### src/rtl/reset_seq_pkg.sv
// shared constants and carriers for the reset source sequencer
// assumes a 100 MHz system clock and a 32-bit AHB-Lite register bus
package reset_seq_pkg;
  localparam int CLK_PERIOD_NS = 10;
  // supply dip filter and pin glitch filter, least times, rounded up
  localparam int BOR_FILTER_NS = 1000;
  localparam int BOR_FILTER_CYC = (BOR_FILTER_NS + CLK_PERIOD_NS - 1) / CLK_PERIOD_NS;
  localparam int PIN_FILTER_NS = 300;
  localparam int PIN_FILTER_CYC = (PIN_FILTER_NS + CLK_PERIOD_NS - 1) / CLK_PERIOD_NS;
  // power-up delay counted in low-frequency oscillator ticks
  localparam int PUT_DELAY_MS = 64;
  localparam int LF_OSC_HZ = 31000;
  localparam int PUT_TICKS = PUT_DELAY_MS * LF_OSC_HZ / 1000;
  localparam int EVENT_HOLD_CYC = 4;
  localparam int FILT_CNT_W = 8;
  localparam int PUT_CNT_W = 11;

  localparam logic [7:0] ADDR_BROWNOUT_CONTROL = 8'h00;
  localparam logic [7:0] ADDR_RESET_CAUSE = 8'h04;
  localparam logic [7:0] ADDR_CORE_STATUS = 8'h08;
  localparam logic [7:0] ADDR_PIN_CONTROL = 8'h0c;

  localparam int BIT_SW_BOR_EN = 7;
  localparam int BIT_BANDGAP_HOLD = 6;
  localparam int BIT_BOR_READY = 0;
  localparam int BIT_TIMEOUT_N = 1;
  localparam int BIT_POWERDOWN_N = 0;
  localparam int BIT_PULLUP = 0;

  localparam logic [1:0] BOR_MODE_OFF = 2'h0;
  localparam logic [1:0] BOR_MODE_SW = 2'h1;
  localparam logic [1:0] BOR_MODE_NOSLEEP = 2'h2;
  localparam logic [1:0] BOR_MODE_ON = 2'h3;

  localparam logic [1:0] HTRANS_NONSEQ = 2'h2;

  typedef struct packed {
    logic delay_timer_enable_n;
    logic [1:0] brownout_mode_sel;
    logic low_power_brownout_en;
    logic config_erased;
    logic ext_reset_pin_enable;
    logic low_voltage_prog_enable;
    logic stack_reset_enable;
  } reset_cfg_t;

  typedef struct packed {
    logic stack_overflow_flag;
    logic stack_underflow_flag;
    logic unused_bit;
    logic watchdog_reset_flag_n;
    logic pin_reset_flag_n;
    logic reset_instr_flag_n;
    logic power_on_flag_n;
    logic brownout_flag_n;
  } cause_flags_t;

  localparam cause_flags_t CAUSE_RESET = 8'h1c;
  localparam logic SW_BOR_EN_RESET = 1'b1;
  localparam logic BANDGAP_HOLD_RESET = 1'b0;
  localparam logic PULLUP_RESET = 1'b0;

  typedef enum {ST_SUPPLY, ST_DELAY, ST_START, ST_EVENT, ST_RUN} seq_state_t;
endpackage

### src/rtl/reset_source_sequencer.sv
// reset source combiner, power-up delay and start-up sequencer
// assumes synchronous inputs, i_lf_tick one cycle per low-frequency
// oscillator period, and analog detectors outside this block
//
// Local design decisions: the register addresses and the AHB-Lite slave port.
`timescale 1ns/1ps
module reset_source_sequencer #(
  parameter int PUT_TICKS_P = reset_seq_pkg::PUT_TICKS,
  parameter int BOR_FILT_P = reset_seq_pkg::BOR_FILTER_CYC,
  parameter int PIN_FILT_P = reset_seq_pkg::PIN_FILTER_CYC
) (
  input wire logic i_clk,
  input wire logic i_resetn,
  input wire reset_seq_pkg::reset_cfg_t i_cfg,
  input wire logic i_por_req,
  input wire logic i_supply_below,
  input wire logic i_bor_circuit_ready,
  input wire logic i_low_power_brownout_detect,
  input wire logic i_ext_reset_pin_n,
  input wire logic i_wdt_timeout,
  input wire logic i_wdt_clear,
  input wire logic i_reset_instr,
  input wire logic i_stack_overflow,
  input wire logic i_stack_underflow,
  input wire logic i_prog_mode_exit,
  input wire logic i_sleep,
  input wire logic i_lf_tick,
  input wire logic i_hsel,
  input wire logic [31:0] i_haddr,
  input wire logic [1:0] i_htrans,
  input wire logic i_hwrite,
  input wire logic [2:0] i_hsize,
  input wire logic [31:0] i_hwdata,
  input wire logic i_hready,
  output logic [31:0] o_hrdata,
  output logic o_hreadyout,
  output logic o_hresp,
  output logic o_core_reset_n,
  output logic o_wake_allow,
  output logic o_brownout_detect_en,
  output logic o_bandgap_force_on,
  output logic o_pin_gp_mode,
  output logic o_pin_pullup_en
);
  import reset_seq_pkg::*;

  localparam int FILT_N = 2;
  localparam int F_BOR = 0;
  localparam int F_PIN = 1;

  seq_state_t state_reg, state_next;
  cause_flags_t cause_reg;
  logic sw_bor_en_reg, bandgap_hold_reg, pullup_reg;
  logic timeout_n_reg, powerdown_n_reg, sleep_d_reg;
  logic [PUT_CNT_W-1:0] put_cnt_reg;
  logic [2:0] event_cnt_reg;
  logic [FILT_N-1:0] filt_raw, filt_out;
  logic [FILT_N*FILT_CNT_W-1:0] filt_lim;
  logic bor_active, bor_req, low_power_brownout_req, bor_any, supply_rst, pin_en;
  logic pin_low, start_ok, event_req, put_done;
  logic wr_pend_reg;
  logic [7:0] wr_addr_reg;

  // detection enable per mode
  always_comb begin
    unique case (i_cfg.brownout_mode_sel)
      BOR_MODE_ON: bor_active = 1'b1;
      BOR_MODE_NOSLEEP: bor_active = !i_sleep;
      BOR_MODE_SW: bor_active = sw_bor_en_reg;
      BOR_MODE_OFF: bor_active = 1'b0;
    endcase
  end

  // one dip/glitch filter per channel; output flips only after a steady run
  assign filt_raw[F_BOR] = i_supply_below;
  assign filt_raw[F_PIN] = !i_ext_reset_pin_n;
  assign filt_lim[F_BOR*FILT_CNT_W +: FILT_CNT_W] = FILT_CNT_W'(BOR_FILT_P);
  assign filt_lim[F_PIN*FILT_CNT_W +: FILT_CNT_W] = FILT_CNT_W'(PIN_FILT_P);
  genvar g;
  generate
    for (g = 0; g < FILT_N; g++) begin : g_filt
      logic [FILT_CNT_W-1:0] cnt_reg;
      logic out_reg;
      always_ff @(posedge i_clk or negedge i_resetn) begin
        if (!i_resetn) begin
          cnt_reg <= '0;
          out_reg <= 1'b0;
        end else if (filt_raw[g] == out_reg) begin
          cnt_reg <= '0;
        end else if (cnt_reg >= filt_lim[g*FILT_CNT_W +: FILT_CNT_W] - 1'b1) begin
          cnt_reg <= '0;
          out_reg <= filt_raw[g];
        end else begin
          cnt_reg <= cnt_reg + 1'b1;
        end
      end
      assign filt_out[g] = out_reg;
    end
  endgenerate

  // dip protection begins only once the circuit reports ready; the low-power brown-out path does not wait for it
  assign bor_req = filt_out[F_BOR] && bor_active && i_bor_circuit_ready;
  assign low_power_brownout_req = i_low_power_brownout_detect && i_cfg.low_power_brownout_en
    && !i_cfg.config_erased;
  assign bor_any = bor_req || low_power_brownout_req;
  assign supply_rst = i_por_req || bor_any || i_prog_mode_exit;
  assign pin_en = i_cfg.low_voltage_prog_enable || i_cfg.ext_reset_pin_enable;
  assign pin_low = pin_en && filt_out[F_PIN];
  assign put_done = put_cnt_reg >= PUT_CNT_W'(PUT_TICKS_P);
  assign event_req = i_wdt_timeout || i_reset_instr
    || (i_cfg.stack_reset_enable && (i_stack_overflow || i_stack_underflow));

  // modes 11 and 10 wait for readiness and a healthy supply; 01 and 00 do not
  assign start_ok = !i_cfg.brownout_mode_sel[1]
    || (i_bor_circuit_ready && !filt_out[F_BOR]);

  always_comb begin
    state_next = state_reg;
    unique case (state_reg)
      ST_SUPPLY: begin
        if (!supply_rst) begin
          state_next = i_cfg.delay_timer_enable_n ? ST_START : ST_DELAY;
        end
      end
      ST_DELAY: begin
        if (put_done) begin
          state_next = ST_START;
        end
      end
      ST_START: begin
        if (start_ok && !pin_low) begin
          state_next = ST_RUN;
        end
      end
      ST_EVENT: begin
        if (event_cnt_reg == 3'(EVENT_HOLD_CYC - 1)) begin
          state_next = ST_START;
        end
      end
      ST_RUN: begin
        if (pin_low) begin
          state_next = ST_START;
        end else if (event_req) begin
          state_next = ST_EVENT;
        end
      end
    endcase
    if (supply_rst) begin
      state_next = ST_SUPPLY;
    end
  end

  always_ff @(posedge i_clk or negedge i_resetn) begin
    if (!i_resetn) begin
      state_reg <= ST_SUPPLY;
      o_core_reset_n <= 1'b0;
    end else begin
      state_reg <= state_next;
      o_core_reset_n <= state_next == ST_RUN;
    end
  end

  // power-up delay counter, advanced by low-frequency ticks only
  always_ff @(posedge i_clk or negedge i_resetn) begin
    if (!i_resetn) begin
      put_cnt_reg <= '0;
    end else if (state_reg != ST_DELAY || supply_rst) begin
      put_cnt_reg <= '0;
    end else if (i_lf_tick && !put_done) begin
      put_cnt_reg <= put_cnt_reg + 1'b1;
    end
  end

  always_ff @(posedge i_clk or negedge i_resetn) begin
    if (!i_resetn) begin
      event_cnt_reg <= '0;
    end else if (state_reg == ST_EVENT) begin
      event_cnt_reg <= event_cnt_reg + 1'b1;
    end else begin
      event_cnt_reg <= '0;
    end
  end

  // pads and analog controls
  always_ff @(posedge i_clk or negedge i_resetn) begin
    if (!i_resetn) begin
      o_brownout_detect_en <= 1'b0;
      o_bandgap_force_on <= 1'b0;
      o_pin_gp_mode <= 1'b0;
      o_pin_pullup_en <= 1'b1;
      o_wake_allow <= 1'b0;
    end else begin
      o_brownout_detect_en <= bor_active;
      o_bandgap_force_on <= bandgap_hold_reg
        && (i_cfg.brownout_mode_sel == BOR_MODE_NOSLEEP
        || i_cfg.brownout_mode_sel == BOR_MODE_SW);
      o_pin_gp_mode <= !pin_en;
      o_pin_pullup_en <= pin_en || pullup_reg;
      // only mode 10 holds back wake-up until the circuit is ready
      o_wake_allow <= i_cfg.brownout_mode_sel != BOR_MODE_NOSLEEP
        || i_bor_circuit_ready;
    end
  end

  // ahb-lite slave: zero wait states, always okay
  logic addr_ok;
  logic [7:0] rd_sel;
  logic [31:0] rd_data;
  assign addr_ok = i_hsel && i_hready && i_htrans == HTRANS_NONSEQ;
  assign rd_sel = i_haddr[7:0];

  always_comb begin
    rd_data = '0;
    if (i_haddr[31:8] == 24'h000000) begin
      unique case (rd_sel)
        ADDR_BROWNOUT_CONTROL: begin
          rd_data[BIT_SW_BOR_EN] = sw_bor_en_reg;
          rd_data[BIT_BANDGAP_HOLD] = bandgap_hold_reg;
          rd_data[BIT_BOR_READY] = bor_active && i_bor_circuit_ready;
        end
        ADDR_RESET_CAUSE: rd_data[7:0] = {cause_reg[7:6], 1'b0, cause_reg[4:0]};
        ADDR_CORE_STATUS: begin
          rd_data[BIT_TIMEOUT_N] = timeout_n_reg;
          rd_data[BIT_POWERDOWN_N] = powerdown_n_reg;
        end
        ADDR_PIN_CONTROL: rd_data[BIT_PULLUP] = pullup_reg;
        default: rd_data = '0;
      endcase
    end
  end

  always_ff @(posedge i_clk or negedge i_resetn) begin
    if (!i_resetn) begin
      o_hrdata <= '0;
      o_hreadyout <= 1'b1;
      o_hresp <= 1'b0;
      wr_pend_reg <= 1'b0;
      wr_addr_reg <= '0;
    end else begin
      o_hreadyout <= 1'b1;
      o_hresp <= 1'b0;
      if (addr_ok && !i_hwrite) begin
        o_hrdata <= rd_data;
      end
      wr_pend_reg <= addr_ok && i_hwrite && i_haddr[31:8] == 24'h000000;
      if (addr_ok) begin
        wr_addr_reg <= rd_sel;
      end
    end
  end

  logic wr_bor, wr_cause, wr_pin;
  assign wr_bor = wr_pend_reg && wr_addr_reg == ADDR_BROWNOUT_CONTROL;
  assign wr_cause = wr_pend_reg && wr_addr_reg == ADDR_RESET_CAUSE;
  assign wr_pin = wr_pend_reg && wr_addr_reg == ADDR_PIN_CONTROL;

  always_ff @(posedge i_clk or negedge i_resetn) begin
    if (!i_resetn) begin
      sw_bor_en_reg <= SW_BOR_EN_RESET;
      bandgap_hold_reg <= BANDGAP_HOLD_RESET;
      pullup_reg <= PULLUP_RESET;
    end else begin
      if (wr_bor) begin
        sw_bor_en_reg <= i_hwdata[BIT_SW_BOR_EN];
        bandgap_hold_reg <= i_hwdata[BIT_BANDGAP_HOLD];
      end
      if (wr_pin) begin
        pullup_reg <= i_hwdata[BIT_PULLUP];
      end
    end
  end

  // cause flags: software write first, hardware events override it
  always_ff @(posedge i_clk or negedge i_resetn) begin
    if (!i_resetn) begin
      cause_reg <= CAUSE_RESET;
    end else begin
      if (wr_cause) begin
        cause_reg <= i_hwdata[7:0];
      end
      if (i_por_req || i_prog_mode_exit) begin
        cause_reg <= CAUSE_RESET;
      end else if (bor_any) begin
        cause_reg.stack_overflow_flag <= 1'b0;
        cause_reg.stack_underflow_flag <= 1'b0;
        cause_reg.pin_reset_flag_n <= 1'b1;
        cause_reg.reset_instr_flag_n <= 1'b1;
        cause_reg.brownout_flag_n <= 1'b0;
      end else if (state_reg == ST_RUN) begin
        if (pin_low) begin
          cause_reg.pin_reset_flag_n <= 1'b0;
        end else begin
          if (i_wdt_timeout) begin
            cause_reg.watchdog_reset_flag_n <= 1'b0;
          end
          if (i_reset_instr) begin
            cause_reg.reset_instr_flag_n <= 1'b0;
          end
          if (i_cfg.stack_reset_enable && i_stack_overflow) begin
            cause_reg.stack_overflow_flag <= 1'b1;
          end
          if (i_cfg.stack_reset_enable && i_stack_underflow) begin
            cause_reg.stack_underflow_flag <= 1'b1;
          end
        end
      end
    end
  end

  // timeout and powerdown status bits
  always_ff @(posedge i_clk or negedge i_resetn) begin
    if (!i_resetn) begin
      timeout_n_reg <= 1'b1;
      powerdown_n_reg <= 1'b1;
      sleep_d_reg <= 1'b0;
    end else begin
      sleep_d_reg <= i_sleep;
      if (i_por_req || i_prog_mode_exit) begin
        timeout_n_reg <= 1'b1;
        powerdown_n_reg <= 1'b1;
      end else if (i_wdt_timeout) begin
        timeout_n_reg <= 1'b0;
        powerdown_n_reg <= !i_sleep;
      end else if (i_wdt_clear) begin
        timeout_n_reg <= 1'b1;
        powerdown_n_reg <= 1'b1;
      end else if (i_sleep && !sleep_d_reg) begin
        timeout_n_reg <= 1'b1;
        powerdown_n_reg <= 1'b0;
      end
    end
  end
endmodule

### config.mk
export PLATFORM = sky130hd
export DESIGN_NAME = reset_source_sequencer
export DESIGN_NICKNAME = d
export VERILOG_FILES = /design/src/rtl/reset_seq_pkg.sv /design/src/rtl/reset_source_sequencer.sv
export SDC_FILE = /design/constraint.sdc
export NUM_CORES = 1
export LEC_CHECK = 0
export ABC_AREA = 1
export BUFFER_PORTS_ARGS = -buffer_cell sky130_fd_sc_hd__buf_4
export CORE_MARGIN = 2
export CORE_UTILIZATION = 47
export DETAILED_ROUTE_END_ITERATION = 8
export PLACE_DENSITY = 0.71
export SYNTH_ARGS = -nofsm -noshare
export SYNTH_HDL_FRONTEND = slang
export SYNTH_SLANG_ARGS = --single-unit
### constraint.sdc
create_clock -name i_clk -period 2.5 [get_ports i_clk]
set_clock_uncertainty 0.1 [all_clocks]
set_input_delay 0.75 -clock i_clk [delete_from_list [all_inputs] [get_ports i_clk]]
set_output_delay 0.75 -clock i_clk [all_outputs]
set_load 0.05 [all_outputs]
After elaboration in Yosys (flattened, before gate mapping)
Cells that the tools add are included.
{"block": "totals", "ff_bits": 124, "word_cells": 163}
{"block": "classes", "n_addsub": 4, "n_lt_le_gt_ge": 3, "n_eq_ne": 21, "muxes": 48, "n_bitwise": 2, "reduce_logical": 56}
{"operator": "$mux W32", "count": 6}
{"operator": "$pmux W32 S5", "count": 1}
{"operator": "$eq A32 B2 Y1 const B", "count": 2}
{"operator": "$eq A32 B3 Y1 const B", "count": 2}
{"operator": "$eq A32 B4 Y1 const B", "count": 2}
{"operator": "$mux W8", "count": 6}
{"operator": "$eq A32 B1 Y1 const B", "count": 1}
{"operator": "$logic_not A32 Y1", "count": 1}
{"operator": "$ne A32 B2 Y1 const B", "count": 1}
{"operator": "$eq A8 B4 Y1 const B", "count": 3}
{"operator": "$logic_not A24 Y1", "count": 1}
{"operator": "$logic_and A1 B1 Y1", "count": 22}
{"operator": "$mux W11", "count": 2}
{"operator": "$mux W1", "count": 19}
{"operator": "$add A8 B1 Y8 const B", "count": 2}
{"operator": "$eq A8 B3 Y1 const B", "count": 2}
{"operator": "$logic_not A8 Y1", "count": 2}
{"operator": "$logic_or A1 B1 Y1", "count": 13}
{"operator": "$mux W2", "count": 6}
{"operator": "$mux W3", "count": 4}
{"operator": "$add A11 B1 Y11 const B", "count": 1}
{"operator": "$ge A11 B11 Y1 const B", "count": 1}
{"operator": "$logic_not A1 Y1", "count": 10}
{"operator": "$ge A8 B5 Y1 const B", "count": 1}
{"operator": "16 further kinds", "count": 23}

Logic depth before layout (Yosys ltp)
{"block": "logic_depth", "depth_word": 9, "mapped_depth": 12, "mapped_depth_nobuf": 12}

Least setup slack after synthesis
No wires, ideal clock.
{"block": "synth_path", "path_type": "input-to-reg", "start": "input port i_cfg[5] (netlist bit)", "end": "register put_cnt_reg[3]", "setup_ps": 73, "t_arrival_ps": 1708, "required_time_ps": 2327, "setup_slack_ps": 619, "path_stages": 11, "path_cell_list": "inv_1 ha_1 nand2_1 nand3_1 nand3_1 nand2_1 inv_1 nand2_4 nor2_8 o21ai_1 a21oi_2"}
{"block": "synth_between", "elab_chain_cells": 9}
{"item": "from (decl)", "line_no": "reset_source_sequencer.sv:14", "source": "input wire reset_seq_pkg::reset_cfg_t i_cfg,"}
{"item": "$eq A2 B1 Y1 (tied with other cells)", "line_no": "reset_source_sequencer.sv:66", "source": "unique case (i_cfg.brownout_mode_sel)"}
{"item": "$pmux W1 S4 *", "line_no": "reset_source_sequencer.sv:66"}
{"item": "net bor_active", "line_no": "reset_source_sequencer.sv:59", "source": "logic bor_active, bor_req, low_power_brownout_req, bor_any, supply_rst, pin_en;"}
{"item": "$logic_and A1 B1 Y1 * (2 in a row)", "line_no": "reset_source_sequencer.sv:102", "source": "assign bor_req = filt_out[F_BOR] && bor_active && i_bor_circuit_ready;"}
{"item": "$logic_or A1 B1 Y1 *", "line_no": "reset_source_sequencer.sv:105", "source": "assign bor_any = bor_req || low_power_brownout_req;"}
{"item": "$logic_or A1 B1 Y1 * (2 in a row)", "line_no": "reset_source_sequencer.sv:106", "source": "assign supply_rst = i_por_req || bor_any || i_prog_mode_exit;"}
{"item": "$logic_or A1 B1 Y1 *", "line_no": "reset_source_sequencer.sv:167", "source": "end else if (state_reg != ST_DELAY || supply_rst) begin"}
{"item": "$mux W11 / $reduce_bool A2 Y1 (equally long branches)"}
{"item": "to (signal assigned)", "line_no": "reset_source_sequencer.sv:170", "source": "put_cnt_reg <= put_cnt_reg + 1'b1;"}
{"item": "to (decl)", "line_no": "reset_source_sequencer.sv:55", "source": "logic [PUT_CNT_W-1:0] put_cnt_reg;"}
The timed path passes the listed nets; every way through them passes the cells marked *.
A chain may end at the register's enable or synchronous reset.

Worst setup path after layout
{"block": "layout_path", "start": "register o_pin_pullup_en", "end": "output port o_pin_pullup_en"}
{"item": "from (decl)", "line_no": "reset_source_sequencer.sv:43", "source": "output logic o_pin_pullup_en"}
{"item": "from (signal assigned)", "line_no": "reset_source_sequencer.sv:198", "source": "o_pin_pullup_en <= pin_en || pullup_reg;"}
No word-level cell between the ends.

==> summary.json <==
{
  "detailedPlacementHpwl": {"value": 7.16, "unit": "mm"},
  "finalCritPeriodShare": {"value": 0.764},
  "peakVddDrop": {"value": 0.317, "unit": "mV"},
  "sequential_share_of_the_synthesized_area": {"value": 0.523},
  "ys.warnings.count": {"value": 0},
  "synth.cell_area": {"value": 4750, "unit": "um^2"},
  "sw_frac_of_total": {"value": 0.263},
  "cts-root-buf": {"value": "sky130_fd_sc_hd__clkbuf_8"},
  "worst-r2r-cell-count": {"value": 8},
  "start_util": {"value": 0.484},
  "diodes": {"value": 0},
  "io_buffer_count": {"value": 79},
  "outcome": {"value": "finished, final reports clean"},
  "final_max_slew_viol_count": {"value": 0},
  "global_route_wire_length_before_repair": {"value": 16.4, "unit": "mm"},
  "latest_clock_arrival_within_the_worst_skew_pair": {"value": 350, "unit": "ps"},
  "gpl.final_weighted_congestion": {"value": 0.882},
  "power_share_of_the_combinational_group": {"value": 0.120},
  "placedInstanceArea": {"value": 5550, "unit": "um^2"},
  "internal_power_contribution": {"value": 2.31, "unit": "mW"},
  "critical_path.max_stage_delay": {"value": 530, "unit": "ps"},
  "cts-hold-fix-buffers": {"value": 0},
  "cts_setup_buffers": {"value": 0},
  "critical_path.endpoint_type": {"value": "output port"},
  "worst_setup_path_startpoint": {"value": "o_pin_pullup_en"},
  "std_cell_rows": {"value": 36},
  "drc_errors": {"value": 0},
  "cts_num_sinks": {"value": 99},
  "maxCapViolations": {"value": 0},
  "setup_slack": {"value": 589, "unit": "ps"},
  "netlist.top_cell.by_area": {"value": "sky130_fd_sc_hd__dfrtp_1"},
  "synth.cells.most_frequent": {"value": "118 x sky130_fd_sc_hd__nand2_1, 97 x sky130_fd_sc_hd__nor2_1, 92 x sky130_fd_sc_hd__dfrtp_1, 71 x sky130_fd_sc_hd__inv_1, 33 x sky130_fd_sc_hd__nand3_1"},
  "timing.setup.tns": {"value": 0, "unit": "ps"},
  "critical_path_depth": {"value": 1},
  "clkSlewWorstSetupHoldPaths": {"value": 90, "unit": "ps"},
  "number_of_clock_buffers_inserted_by_tritoncts": {"value": 9},
  "drtAntennaViolNets": {"value": 0},
  "power_density": {"value": 545, "unit": "nW/um^2"},
  "ys_ff_latch": {"value": 99},
  "period_needed": {"value": 1910, "unit": "ps"},
  "drt_first_iter_violations": {"value": 139},
  "groute.usage.overall": {"value": 0.185},
  "syn_avg_cell_area": {"value": 8.43, "unit": "um^2"},
  "crit_family": {"value": "flip-flops"},
  "num_vias": {"value": 3788},
  "grt_max_degree": {"value": 100},
  "report.final.hold_viol_count": {"value": 0},
  "p_sw": {"value": 827, "unit": "uW"},
  "critical_path_peak_fanout": {"value": 1},
  "syn2layout_area_growth": {"value": 21.0, "unit": "%"},
  "p_leak": {"value": 2.88, "unit": "nW"},
  "final_nets": {"value": 791},
  "placement.setup.worst_slack": {"value": 334, "unit": "ps"},
  "die_area": {"value": 10900, "unit": "um^2"},
  "core-area": {"value": 9820, "unit": "um^2"},
  "ctsHtreeMaxLevel": {"value": 3},
  "vias_in_the_first_global_route": {"value": 3678},
  "worst_hold_path_type": {"value": "input port to async pin"},
  "drt_pass1_iterations": {"value": 5},
  "crit_required": {"value": 1650, "unit": "ps"},
  "fmaxAchievable": {"value": 523, "unit": "MHz"},
  "synthDominantCellAreaShare": {"value": 0.484},
  "setup_repair_after_global_routing_missed_its_margin": {"value": "false"},
  "largest_register_ff_count": {"value": 32},
  "worst-setup-path-type": {"value": "flip-flop to output port"},
  "share_clk_of_total_power": {"value": 0.337},
  "crit_path_cell_trace": {"value": "buf_4"},
  "cts_tree": {"value": "built"},
  "crit_slowest_cell": {"value": "sky130_fd_sc_hd__dfstp_2"},
  "cells_after_synthesis": {"value": 564},
  "finalInstanceArea": {"value": 5750, "unit": "um^2"},
  "ys_top_cells_by_area": {"value": "sky130_fd_sc_hd__dfrtp_1 48%, sky130_fd_sc_hd__nand2_1 9.3%, sky130_fd_sc_hd__nor2_1 7.7%, sky130_fd_sc_hd__inv_1 5.6%, sky130_fd_sc_hd__buf_4 4.3%"},
  "post_synth_num_cell_types": {"value": 35},
  "grt_remaining_overflow": {"value": 0},
  "die_height": {"value": 105, "unit": "um"},
  "path_buf_inv": {"value": 1},
  "timing.max_slew.rel_slack": {"value": 0.656},
  "grt.busiest_layer": {"value": "met2"},
  "seqPwrFrac": {"value": 0.543},
  "cp_data_arrival_time": {"value": 1060, "unit": "ps"},
  "async_flop_share": {"value": 1.00},
  "synth_enable_flop_cells": {"value": 0},
  "setup_viol": {"value": 0},
  "count_leader_synth": {"value": "sky130_fd_sc_hd__nand2_1"},
  "met2_usage": {"value": 0.331},
  "postRouteWirelength": {"value": 9.51, "unit": "mm"},
  "timing.rr.start": {"value": "put_cnt_reg[1]"},
  "yosys_most_used_dff": {"value": "sky130_fd_sc_hd__dfrtp_1"},
  "post_route_cells_drive_above_1_share": {"value": 0.190},
  "avgViaCountPerCell": {"value": 4.60},
  "critical_path.startpoint_type": {"value": "flip-flop"},
  "fin_total_pwr": {"value": 3.14, "unit": "mW"},
  "use_met1": {"value": 0.228},
  "finish.utilization": {"value": 0.586},
  "post_drt_wl_per_cell": {"value": 11.6, "unit": "um"},
  "tightest_slew": {"value": 516, "unit": "ps"},
  "die_w": {"value": 105, "unit": "um"},
  "clk_path_buf_depth": {"value": 2},
  "cts_resized": {"value": 0},
  "num_io_pins": {"value": 135},
  "met3_usage": {"value": 0.0337},
  "initial_antenna_violation_count": {"value": 0}
}
-- worst register-to-register path: stages, from the launching register on --
cell	delay, ps
sky130_fd_sc_hd__dfrtp_1	420
sky130_fd_sc_hd__ha_1	220
sky130_fd_sc_hd__nand3_1	100
sky130_fd_sc_hd__nor3_1	140
sky130_fd_sc_hd__inv_1	50
sky130_fd_sc_hd__nor2_1	210
sky130_fd_sc_hd__nand3_1	160
sky130_fd_sc_hd__o21ai_2	140
sky130_fd_sc_hd__a21oi_1	50
-- cells in the final DEF (no fill, tap or decap), drive strengths merged, types with 5 or more instances in the layout --
| master | synthesis | final |
|---|---|---|
| a21oi | 22 | 22 |
| buf | 27 | 81 |
| clkbuf | 1 | 12 |
| conb | 2 | 59 |
| dfrtp | 92 | 92 |
| dfstp | 7 | 7 |
| ha | 11 | 11 |
| inv | 75 | 76 |
| nand2 | 124 | 124 |
| nand3 | 34 | 34 |
| nand4 | 5 | 5 |
| nor2 | 107 | 107 |
| nor3 | 14 | 14 |
| o21ai | 25 | 25 |
-- final timing paths --
check | end | slack, ps
max | o_pin_pullup_en | 590
min | event_cnt_reg[1] | 340
max reg2reg | put_cnt_reg[8] | 810
min reg2reg | event_cnt_reg[0] | 350
max in group asynchronous | timeout_n_reg | 1560
min in group i_clk | event_cnt_reg[0] | 350
-- layer usage --
metal	up-vias	routed length [um]
met2	106	4750
met3	10	516
li1	1912	-
met4	0	106
met1	1760	4130
met5	-	0
-- power by group through the flow --
| stage | sequential [mW] | clock [mW] | combinational [mW] |
|---|---|---|---|
| after CTS | 1.71 | 1.08 | 0.378 |
| after floorplan | 1.75 | 0 | 0.234 |
| final | 1.70 | 1.06 | 0.375 |
| after global placement | 1.73 | 0 | 0.371 |
| after global routing | 1.71 | 1.15 | 0.420 |
| after detailed placement | 1.74 | 0 | 0.377 |
-- stage by stage --
stage                     std cells  hold WS [ps]
after floorplan                 621           309
after global placement          807           321
after detailed placement        807           340
after CTS                       823           353
after global routing            823           375
final                           823           338
-- cell families (layout without fill, tap and decap cells) --
logic type | after synthesis | in the layout | synth area share
and+or+nand+nor | 290 | 290 | 0.270
AOI/OAI and AO/OA | 52 | 52 | 0.0608
other | 2 | 59 | 0.00158
buffers and inverters | 103 | 172 | 0.103
DFF | 99 | 99 | 0.523
adders and majority gates | 11 | 11 | 0.0289
xor gates and xnor gates | 7 | 7 | 0.0129
-- final cells by class --
type                            count  area [um^2]
Multi-Input combinational cell    419         1990
Tap cell                          133          166
Clock buffer                       12          155
Sequential cell                    99         2490
Inverter                           75          282
Timing Repair Buffer               81          621
Fill cell                         902         4070
Clock inverter                      4         48.8
Note: power is estimated with default switching activity, not from simulation.
